==> src/rtl/swdt_pkg.sv <==
// Package of the software watchdog timer: register map, fields, timing.
// Assumes a 100 MHz system clock and a 32-bit Wishbone register bus.
package swdt_pkg;

    // ********************************************************************
    // Timing
    // ********************************************************************
    localparam int CLK_PERIOD_NS  = 10;
    localparam int TICK_PERIOD_NS = 1_000_000;
    localparam int TICK_CYCLES    = TICK_PERIOD_NS / CLK_PERIOD_NS;
    localparam logic [15:0] MAX_TIMEOUT_MS = 16'd65534;

    // ********************************************************************
    // Register byte offsets
    // ********************************************************************
    localparam logic [7:0] OFS_CTRL      = 8'h00;
    localparam logic [7:0] OFS_TIMEOUT   = 8'h04;
    localparam logic [7:0] OFS_SERVICE   = 8'h08;
    localparam logic [7:0] OFS_STATUS    = 8'h0c;
    localparam logic [7:0] OFS_COUNT     = 8'h10;
    localparam logic [7:0] OFS_IRQ_STAT  = 8'h14;
    localparam logic [7:0] OFS_IRQ_MASK  = 8'h18;
    localparam logic [7:0] OFS_TTL_OUT   = 8'h1c;
    localparam logic [7:0] OFS_ISO_OUT   = 8'h20;
    localparam logic [7:0] OFS_TTL_FAULT = 8'h24;
    localparam logic [7:0] OFS_ISO_FAULT = 8'h28;

    // ********************************************************************
    // Fields
    // ********************************************************************
    localparam int CTRL_ARM_BIT   = 0;
    localparam int CTRL_ACT_LSB   = 1;
    localparam int CTRL_SHUT_BIT  = 3;
    localparam int ST_EXPIRED_BIT = 0;
    localparam int ST_PIN_BIT     = 1;
    localparam int ST_FAULT_BIT   = 2;
    localparam int ST_ARMED_BIT   = 3;
    localparam int IRQ_EXPIRE_BIT = 0;
    localparam int IRQ_FAULT_BIT  = 1;
    localparam int IRQ_W          = 2;

    localparam logic [31:0] RST_VALUE    = 32'h0000_0000;
    localparam logic [15:0] RST_TIMEOUT  = 16'hffff & 16'd1000;

    typedef enum logic [1:0] {
        SWDT_ACT_FLAG  = 2'b00,
        SWDT_ACT_PIN   = 2'b01,
        SWDT_ACT_SHUT  = 2'b10,
        SWDT_ACT_RSVD  = 2'b11
    } swdt_action_t;

    typedef enum logic [1:0] {
        SWDT_FLT_LOW  = 2'b00,
        SWDT_FLT_HIGH = 2'b01,
        SWDT_FLT_HIZ  = 2'b10,
        SWDT_FLT_KEEP = 2'b11
    } swdt_fault_t;

endpackage

==> src/rtl/swdt_top.sv <==
// Software watchdog timer with Wishbone registers and fault outputs.
// Assumes a 100 MHz clock, synchronous reset and a classic Wishbone master.
//
// The address map and the Wishbone slave port were decided locally.
`timescale 1ns/10ps
`default_nettype none
module swdt_top #(
    parameter int NTTL        = 8,
    parameter int NISO        = 4,
    parameter int TICK_CYCLES = swdt_pkg::TICK_CYCLES
) (
    input  wire logic        sys_clk,
    input  wire logic        rst_b,
    input  wire logic        wbCyc,
    input  wire logic        wbStb,
    input  wire logic        wbWe,
    input  wire logic [7:0]  wbAdr,
    input  wire logic [3:0]  wbSel,
    input  wire logic [31:0] wbWrData,
    output logic [31:0]      wbRdData,
    output logic             wbAck,
    output logic             wdogPin,
    output logic [NTTL-1:0]  ttlOut,
    output logic [NTTL-1:0]  ttlOutEn,
    output logic [NISO-1:0]  isoOut,
    output logic             irq
);
    import swdt_pkg::*;

    // ********************************************************************
    // Parameter checks
    // ********************************************************************
    generate
        if (NTTL < 1 || NTTL > 16 || NISO < 1 || NISO > 32) begin : g_bad
            $error("swdt_top: NTTL 1..16 and NISO 1..32 only");
        end
    endgenerate

    // ********************************************************************
    // Wishbone slave
    // ********************************************************************
    logic        busReq;
    logic        busWr;
    logic [31:0] byteMask;
    logic [31:0] readMux;

    assign busReq   = wbCyc && wbStb;
    assign busWr    = busReq && wbWe && wbAck;
    assign byteMask = {{8{wbSel[3]}}, {8{wbSel[2]}},
                       {8{wbSel[1]}}, {8{wbSel[0]}}};

    function automatic logic [31:0] merge(input logic [31:0] old);
        merge = (old & ~byteMask) | (wbWrData & byteMask);
    endfunction

    always_ff @(posedge sys_clk) begin
        if (!rst_b) begin
            wbAck <= 1'b0;
        end else begin
            wbAck <= busReq && !wbAck;
        end
    end

    always_ff @(posedge sys_clk) begin
        if (!rst_b) begin
            wbRdData <= RST_VALUE;
        end else if (busReq && !wbAck) begin
            wbRdData <= readMux;
        end
    end

    // ********************************************************************
    // Control registers
    // ********************************************************************
    logic                   armReg;
    swdt_action_t           actionReg;
    logic                   shutEnReg;
    logic [15:0]            timeoutReg;
    logic [NTTL-1:0]        ttlOutReg;
    logic [NISO-1:0]        isoOutReg;
    logic [2*NTTL-1:0]      ttlFaultReg;
    logic [NISO-1:0]        isoFaultReg;
    logic [IRQ_W-1:0]       irqMaskReg;
    logic                   ctrlWr;
    logic                   svcWr;
    logic                   armRise;
    logic                   disarm;
    logic [31:0]            ctrlNew;
    logic [31:0]            toNew;

    assign ctrlWr  = busWr && (wbAdr == OFS_CTRL);
    assign svcWr   = busWr && (wbAdr == OFS_SERVICE);
    assign ctrlNew = merge({28'h0, shutEnReg, actionReg, armReg});
    assign toNew   = merge({16'h0, timeoutReg});
    assign armRise = ctrlWr && ctrlNew[CTRL_ARM_BIT] && !armReg;
    assign disarm  = ctrlWr && !ctrlNew[CTRL_ARM_BIT];

    always_ff @(posedge sys_clk) begin
        if (!rst_b) begin
            armReg    <= 1'b0;
            actionReg <= SWDT_ACT_FLAG;
            shutEnReg <= 1'b0;
        end else if (ctrlWr) begin
            armReg    <= ctrlNew[CTRL_ARM_BIT];
            actionReg <= swdt_action_t'(ctrlNew[CTRL_ACT_LSB +: 2]);
            shutEnReg <= ctrlNew[CTRL_SHUT_BIT];
        end
    end

    always_ff @(posedge sys_clk) begin
        if (!rst_b) begin
            timeoutReg <= RST_TIMEOUT;
        end else if (busWr && wbAdr == OFS_TIMEOUT) begin
            timeoutReg <= (toNew[15:0] > MAX_TIMEOUT_MS) ?
                          MAX_TIMEOUT_MS : toNew[15:0];
        end
    end

    always_ff @(posedge sys_clk) begin
        if (!rst_b) begin
            ttlOutReg   <= '0;
            isoOutReg   <= '0;
            ttlFaultReg <= '0;
            isoFaultReg <= '0;
            irqMaskReg  <= '0;
        end else if (busWr) begin
            case (wbAdr)
                OFS_TTL_OUT:   ttlOutReg   <= NTTL'(merge(32'(ttlOutReg)));
                OFS_ISO_OUT:   isoOutReg   <= NISO'(merge(32'(isoOutReg)));
                OFS_TTL_FAULT: ttlFaultReg <=
                    (2*NTTL)'(merge(32'(ttlFaultReg)));
                OFS_ISO_FAULT: isoFaultReg <=
                    NISO'(merge(32'(isoFaultReg)));
                OFS_IRQ_MASK:  irqMaskReg  <=
                    IRQ_W'(merge(32'(irqMaskReg)));
                default: begin
                end
            endcase
        end
    end

    // ********************************************************************
    // Millisecond counter
    // ********************************************************************
    logic        tick;
    logic [15:0] countReg;
    logic        expiredReg;
    logic        expireEvt;
    logic        reload;

    assign reload    = armRise || (svcWr && armReg && !expiredReg);
    assign expireEvt = armReg && !expiredReg && tick && !reload &&
                       !disarm && (countReg <= 16'h1);

    swdt_tick_gen #(
        .CYCLES  (TICK_CYCLES)
    ) u_tick (
        .sys_clk (sys_clk),
        .rst_b   (rst_b),
        .restart (reload),
        .tick    (tick)
    );

    always_ff @(posedge sys_clk) begin
        if (!rst_b) begin
            countReg <= 16'h0;
        end else if (reload) begin
            countReg <= timeoutReg;
        end else if (armReg && !expiredReg && tick && countReg != 16'h0) begin
            countReg <= countReg - 16'h1;
        end
    end

    always_ff @(posedge sys_clk) begin
        if (!rst_b) begin
            expiredReg <= 1'b0;
        end else if (expireEvt) begin
            expiredReg <= 1'b1;
        end else if (disarm) begin
            expiredReg <= 1'b0;
        end
    end

    // ********************************************************************
    // Expiry actions
    // ********************************************************************
    logic faultReg;

    always_ff @(posedge sys_clk) begin
        if (!rst_b) begin
            wdogPin <= 1'b0;
        end else if (expireEvt && actionReg == SWDT_ACT_PIN) begin
            wdogPin <= 1'b1;
        end else if (disarm) begin
            wdogPin <= 1'b0;
        end
    end

    always_ff @(posedge sys_clk) begin
        if (!rst_b) begin
            faultReg <= 1'b0;
        end else if (expireEvt && actionReg == SWDT_ACT_SHUT && shutEnReg) begin
            faultReg <= 1'b1;
        end
    end

    genvar gi;
    generate
        for (gi = 0; gi < NTTL; gi++) begin : g_ttl
            swdt_fault_mux u_mux (
                .sys_clk   (sys_clk),
                .rst_b     (rst_b),
                .fault     (faultReg),
                .normVal   (ttlOutReg[gi]),
                .faultCode (swdt_fault_t'(ttlFaultReg[2*gi +: 2])),
                .pinOut    (ttlOut[gi]),
                .pinEn     (ttlOutEn[gi])
            );
        end
        for (gi = 0; gi < NISO; gi++) begin : g_iso
            swdt_fault_mux u_mux (
                .sys_clk   (sys_clk),
                .rst_b     (rst_b),
                .fault     (faultReg),
                .normVal   (isoOutReg[gi]),
                .faultCode (swdt_fault_t'({1'b0, isoFaultReg[gi]})),
                .pinOut    (isoOut[gi]),
                .pinEn     ()
            );
        end
    endgenerate

    // ********************************************************************
    // Interrupts
    // ********************************************************************
    logic [IRQ_W-1:0] irqStatReg;
    logic [IRQ_W-1:0] irqSet;
    logic [IRQ_W-1:0] irqClr;

    assign irqSet = {(expireEvt && actionReg == SWDT_ACT_SHUT && shutEnReg),
                     expireEvt};
    assign irqClr = (busWr && wbAdr == OFS_IRQ_STAT) ?
                    IRQ_W'(wbWrData & byteMask) : '0;

    always_ff @(posedge sys_clk) begin
        if (!rst_b) begin
            irqStatReg <= '0;
        end else begin
            irqStatReg <= (irqStatReg & ~irqClr) | irqSet;
        end
    end

    always_ff @(posedge sys_clk) begin
        if (!rst_b) begin
            irq <= 1'b0;
        end else begin
            irq <= |(irqStatReg & irqMaskReg);
        end
    end

    // ********************************************************************
    // Read mux
    // ********************************************************************
    always_comb begin
        readMux = 32'h0;
        case (wbAdr)
            OFS_CTRL:      readMux = {28'h0, shutEnReg, actionReg, armReg};
            OFS_TIMEOUT:   readMux = {16'h0, timeoutReg};
            OFS_STATUS: begin
                readMux[ST_EXPIRED_BIT] = expiredReg;
                readMux[ST_PIN_BIT]     = wdogPin;
                readMux[ST_FAULT_BIT]   = faultReg;
                readMux[ST_ARMED_BIT]   = armReg;
            end
            OFS_COUNT:     readMux = {16'h0, countReg};
            OFS_IRQ_STAT:  readMux = 32'(irqStatReg);
            OFS_IRQ_MASK:  readMux = 32'(irqMaskReg);
            OFS_TTL_OUT:   readMux = 32'(ttlOutReg);
            OFS_ISO_OUT:   readMux = 32'(isoOutReg);
            OFS_TTL_FAULT: readMux = 32'(ttlFaultReg);
            OFS_ISO_FAULT: readMux = 32'(isoFaultReg);
            default:       readMux = 32'h0;
        endcase
    end
endmodule // swdt_top
`default_nettype wire

==> src/rtl/swdt_tick_gen.sv <==
// Millisecond tick divider of the software watchdog timer.
// Assumes one system clock; restart realigns the tick phase.
`timescale 1ns/10ps
`default_nettype none
module swdt_tick_gen #(
    parameter int CYCLES = 100000
) (
    input  wire logic sys_clk,
    input  wire logic rst_b,
    input  wire logic restart,
    output logic      tick
);
    import swdt_pkg::*;

    // ********************************************************************
    // Divider
    // ********************************************************************
    generate
        if (CYCLES < 2) begin : g_bad
            $error("swdt_tick_gen: CYCLES must be at least 2");
        end
    endgenerate

    logic [31:0] divReg;

    always_ff @(posedge sys_clk) begin
        if (!rst_b || restart) begin
            divReg <= 32'h0;
        end else if (divReg == 32'(CYCLES - 1)) begin
            divReg <= 32'h0;
        end else begin
            divReg <= divReg + 32'h1;
        end
    end

    assign tick = rst_b && !restart && (divReg == 32'(CYCLES - 1));

endmodule // swdt_tick_gen
`default_nettype wire

==> src/rtl/swdt_fault_mux.sv <==
// One output line of the watchdog: normal value or latched fault state.
// Assumes fault stays high once raised; pin levels resolved outside.
`timescale 1ns/10ps
`default_nettype none
module swdt_fault_mux (
    input  wire logic                 sys_clk,
    input  wire logic                 rst_b,
    input  wire logic                 fault,
    input  wire logic                 normVal,
    input  wire swdt_pkg::swdt_fault_t faultCode,
    output logic                      pinOut,
    output logic                      pinEn
);
    import swdt_pkg::*;

    // ********************************************************************
    // Output select
    // ********************************************************************
    always_ff @(posedge sys_clk) begin
        if (!rst_b) begin
            pinOut <= 1'b0;
            pinEn  <= 1'b1;
        end else if (fault) begin
            case (faultCode)
                SWDT_FLT_LOW: begin
                    pinOut <= 1'b0;
                    pinEn  <= 1'b1;
                end
                SWDT_FLT_HIGH: begin
                    pinOut <= 1'b1;
                    pinEn  <= 1'b1;
                end
                SWDT_FLT_HIZ: begin
                    pinOut <= 1'b0;
                    pinEn  <= 1'b0;
                end
                default: begin
                    pinOut <= pinOut;
                    pinEn  <= pinEn;
                end
            endcase
        end else begin
            pinOut <= normVal;
            pinEn  <= 1'b1;
        end
    end
endmodule // swdt_fault_mux
`default_nettype wire

==> config.mk <==
export PLATFORM = sky130hd
export DESIGN_NAME = swdt_top
export DESIGN_NICKNAME = d
export VERILOG_FILES = /design/src/rtl/swdt_pkg.sv /design/src/rtl/swdt_top.sv /design/src/rtl/swdt_tick_gen.sv /design/src/rtl/swdt_fault_mux.sv
export SDC_FILE = /design/constraint.sdc
export NUM_CORES = 1
export LEC_CHECK = 0
export BUFFER_PORTS_ARGS = -buffer_cell sky130_fd_sc_hd__buf_2
export CAP_MARGIN = 10
export CORE_MARGIN = 10
export CORE_UTILIZATION = 25
export CTS_CLUSTER_DIAMETER = 150
export CTS_CLUSTER_SIZE = 28
export DETAILED_ROUTE_END_ITERATION = 16
export PLACE_DENSITY = 0.49
export RECOVER_POWER = 100
export SYNTH_ARGS = -nofsm -noshare
export SYNTH_HDL_FRONTEND = slang
export SYNTH_SLANG_ARGS = --single-unit
==> constraint.sdc <==
create_clock -name sys_clk -period 2.9 [get_ports sys_clk]
set_clock_uncertainty 0.05 [all_clocks]
set_input_delay 0.58 -clock sys_clk [delete_from_list [all_inputs] [get_ports sys_clk]]
set_output_delay 0.58 -clock sys_clk [all_outputs]
set_load 0.05 [all_outputs]
==> metrics.md <==
| Metric | Value |
|---|---|
| Vias in the first global route | `about 5900` |
| Avg Inst Size Synth | `8.65 um2` |
| Post-synthesis mux area share | `8.60%` |
| Placed cells | `1236` |
| Mapped cell area | `7140 um2` |
| First-pass GRT wire length | `around 34000 um` |
| Commonest non-fill, non-tap cell in the layout | `dfxtp_1` |
| Worst rel slew slack | `32.9%` |
| Final hold vios | `0` |
| Slowest-stage cell, CP | `or4_1` |
| Vias | `about 6300` |
| Min-delay worst type | `primary input to flop` |
| CTS resizes | `0` |
| Routed Wire Length | `21400 um` |
| WP data arrival | `2860 ps` |
| H-tree depth | `4` |
| Worst-Margin Slew | `1010 ps` |
| Static leakage | `3.03 nW` |
| Die width | `between 150 and 200 um` |
| Fmax | `0.380 GHz` |
| Status | `finished, final reports clean` |
| CP required | `3130 ps` |
| Largest net degree at the start of global routing | `48` |
| Crit start category | `primary input` |
| Count of cell types in the netlist | `70` |
| Maximum fanout along the worst path | `9` |
| Smallest hold slack | `375 ps` |
| GR Overflow Total | `0` |
| RSZ-0062 raised after global routing | `false` |
| CTS tree | `done` |
| Synth Area in Compound Gates | `13.4%` |
| PnR Total Power | `0.00452 W` |
| Sequential area share after synthesis | `40.6%` |
| Routed len/inst | `16.9 um` |
| Critical Path, Cell by Cell | `clkbuf_1, or4_1, nor2_1, clkbuf_1, nand3_1, mux2i_1, nand2_1` |
| Synth async-reset ratio | `0%` |
| Number of top-level pins | `104` |
| Vias per cell | `4.93` |
| Port Buf Inserts | `69` |
| Syn Inst Count | `826` |
| Final min period | `approximately 2600 ps` |
| Routability congestion estimate from global placement | `between 0.8 and 0.9` |
| Initial Utilization | `25.5%` |
| Nets@finish | `930` |
| Critical Path Most Common Cell | `clkbuf_1` |
| Post-CTS Setup Inserts | `0` |
| Final worst-path cycle share | `90.8%` |
| Synth Warn # | `0` |
| CP max stage delay | `600 ps` |
| Initial detailed-routing violation count | `552` |
| Ratio of cells with drive above 1 in the final layout | `12.1%` |
| Post-synthesis simple-gate area fraction | `25.1%` |
| Worst-path clk slew | `~70 ps` |
| CTS sink count | `~150` |
| Final setup vio count | `0` |
| Rows | `61` |
| Slew Viols, Final | `0` |
| Final Non-Filler Cells | `1270` |
| Post-synth EDFFs | `0` |
| Post-Synth XOR/XNOR Area | `3.92%` |
| Clk root buf | `clkbuf_16` |
| Initial antenna violation count | `1` |
| Worst-case clock buffer depth | `2` |
| Fin Setup TNS | `0 ps` |
| Global router's overall resource usage | `12.0%` |
| Chip height | `189 um` |
| P per Cell Area | `roughly 540 nW/um2` |
| Final ANT Viol Nets | `0` |
| Drc violations | `0` |
| HPWL Detailed | `15600 um` |
| WS Path Type | `primary input to flop` |
| Clk_lat worst skew | `430 ps` |
| Largest family of logic cells by synthesized area | `simple AND/OR/NAND/NOR gates` |
| CP endpoint kind | `flop` |
| Adder-Cell Fraction of Synth Area | `0.526%` |
| Worst VDD drop | `0.000331 V` |
| Area delta synth->final | `16.9%` |
| Commonest cells after routing, fill and taps aside | `145 x dfxtp_1, 107 x nor2_1, 58 x mux2i_1` |
| TritonRoute pass-1 iters | `5` |
| # fillers | `between 3000 and 4000` |
| Post-CTS Hold Fix Bufs | `0` |
| Max-cap violations | `0` |
| Bufs and invs on worst path | `2` |
| Die area | `35700 um2` |
| Cts bufs inserted | `17` |
| Post-synth top flop | `dfxtp_1` |
| Core Box Area | `roughly 28000 um2` |
| Flops & latches, synth | `approximately 150` |
| Cell family with most CP delay | `simple AND/OR/NAND/NOR gates` |
==> layer usage <==
layer	part of all wire (%)	wire, um	GRT usage (%)
met1	48	10400	16.6
met2	44	9340	17.2
met3	6.4	1380	3.36
met4	1.5	321	4.09
met5	0	0	0
==> where the power goes <==
group | switching (W) | internal [W]
Sequential | 0.0000110 | 0.00200
Combinational | 0.000202 | 0.0000547
Clock | 0.00102 | 0.00123
==> final timing paths <==
path,startpoint,end,slack (ps),depth (start not counted)
max,wbAdr[5],timeoutReg[7],270,7
min reg2reg,flop,g_ttl[7].u_mux.pinEn,400,1
max reg2reg,u_tick.divReg[27],countReg[7],320,5
min,wbWrData[9],timeoutReg[9],370,3
==> worst register-to-register path, delay by kind of cell (launching register included) <==
family	cells	cell delay, ps
compound gates	2	960
simple gates	2	840
flops	1	350
mux	1	260
==> layout make-up <==
class | instances | area [um2] | area share (%)
antenna | 1 | 2.50 | 0.0300
clock buffer | 17 | 425 | 5.10
clock inverter | 15 | 170 | 2.04
inverter | 20 | 75.1 | 0.900
multi-input combinational | 588 | 3750 | 44.9
sequential | 145 | 2900 | 34.8
tap | 378 | 473 | 5.67
timing repair buffer | 106 | 548 | 6.57
==> Yosys cell counts, types with 5 or more instances <==
master / instances / area (um2)
dfxtp_1: 145 / 2900
nor2_1: 107 / 402
mux2i_1: 58 / 581
nand3_1: 55 / 275
nand2_1: 54 / 203
clkbuf_1: 38 / 143
buf_4: 36 / 270
a21oi_1: 27 / 135
nand4_1: 26 / 163
xnor2_1: 24 / 210
inv_1: 19 / 71.3
nor3_1: 18 / 90.1
o21ai_0: 16 / 80.1
a211oi_1: 14 / 105
a222oi_1: 12 / 120
a31oi_1: 12 / 75.1
nor4_1: 12 / 75.1
nand2b_1: 11 / 68.8
buf_2: 10 / 50.1
or4_1: 9 / 67.6
o211ai_1: 8 / 60.1
xor2_1: 8 / 70.1
a2111oi_0: 5 / 43.8
a22o_1: 5 / 43.8
and2_1: 5 / 31.3
and4_1: 5 / 43.8
==> stage by stage <==
step	area [um2]	utilization, %	setup slack, ps
after floorplan	7200	-	388
after global placement	7850	28.0	197
after detailed placement	7850	28.0	193
after CTS	8450	30.2	244
after global routing	8340	29.8	96.4
final	8350	29.8	267
==> cell families (layout without fill, tap and decap cells) <==
group / after synthesis / count (layout)
AOI/OAI and AO/OA: 133 / 133
muxes: 61 / 61
buffers and inverters: 108 / 158
and+or+nand+nor: 343 / 343
other: 1 / 17
xor gates and xnor gates: 32 / 32
DFF: 145 / 145
adders and majority gates: 3 / 3
No activity file was read; power rests on OpenSTA's default activity.
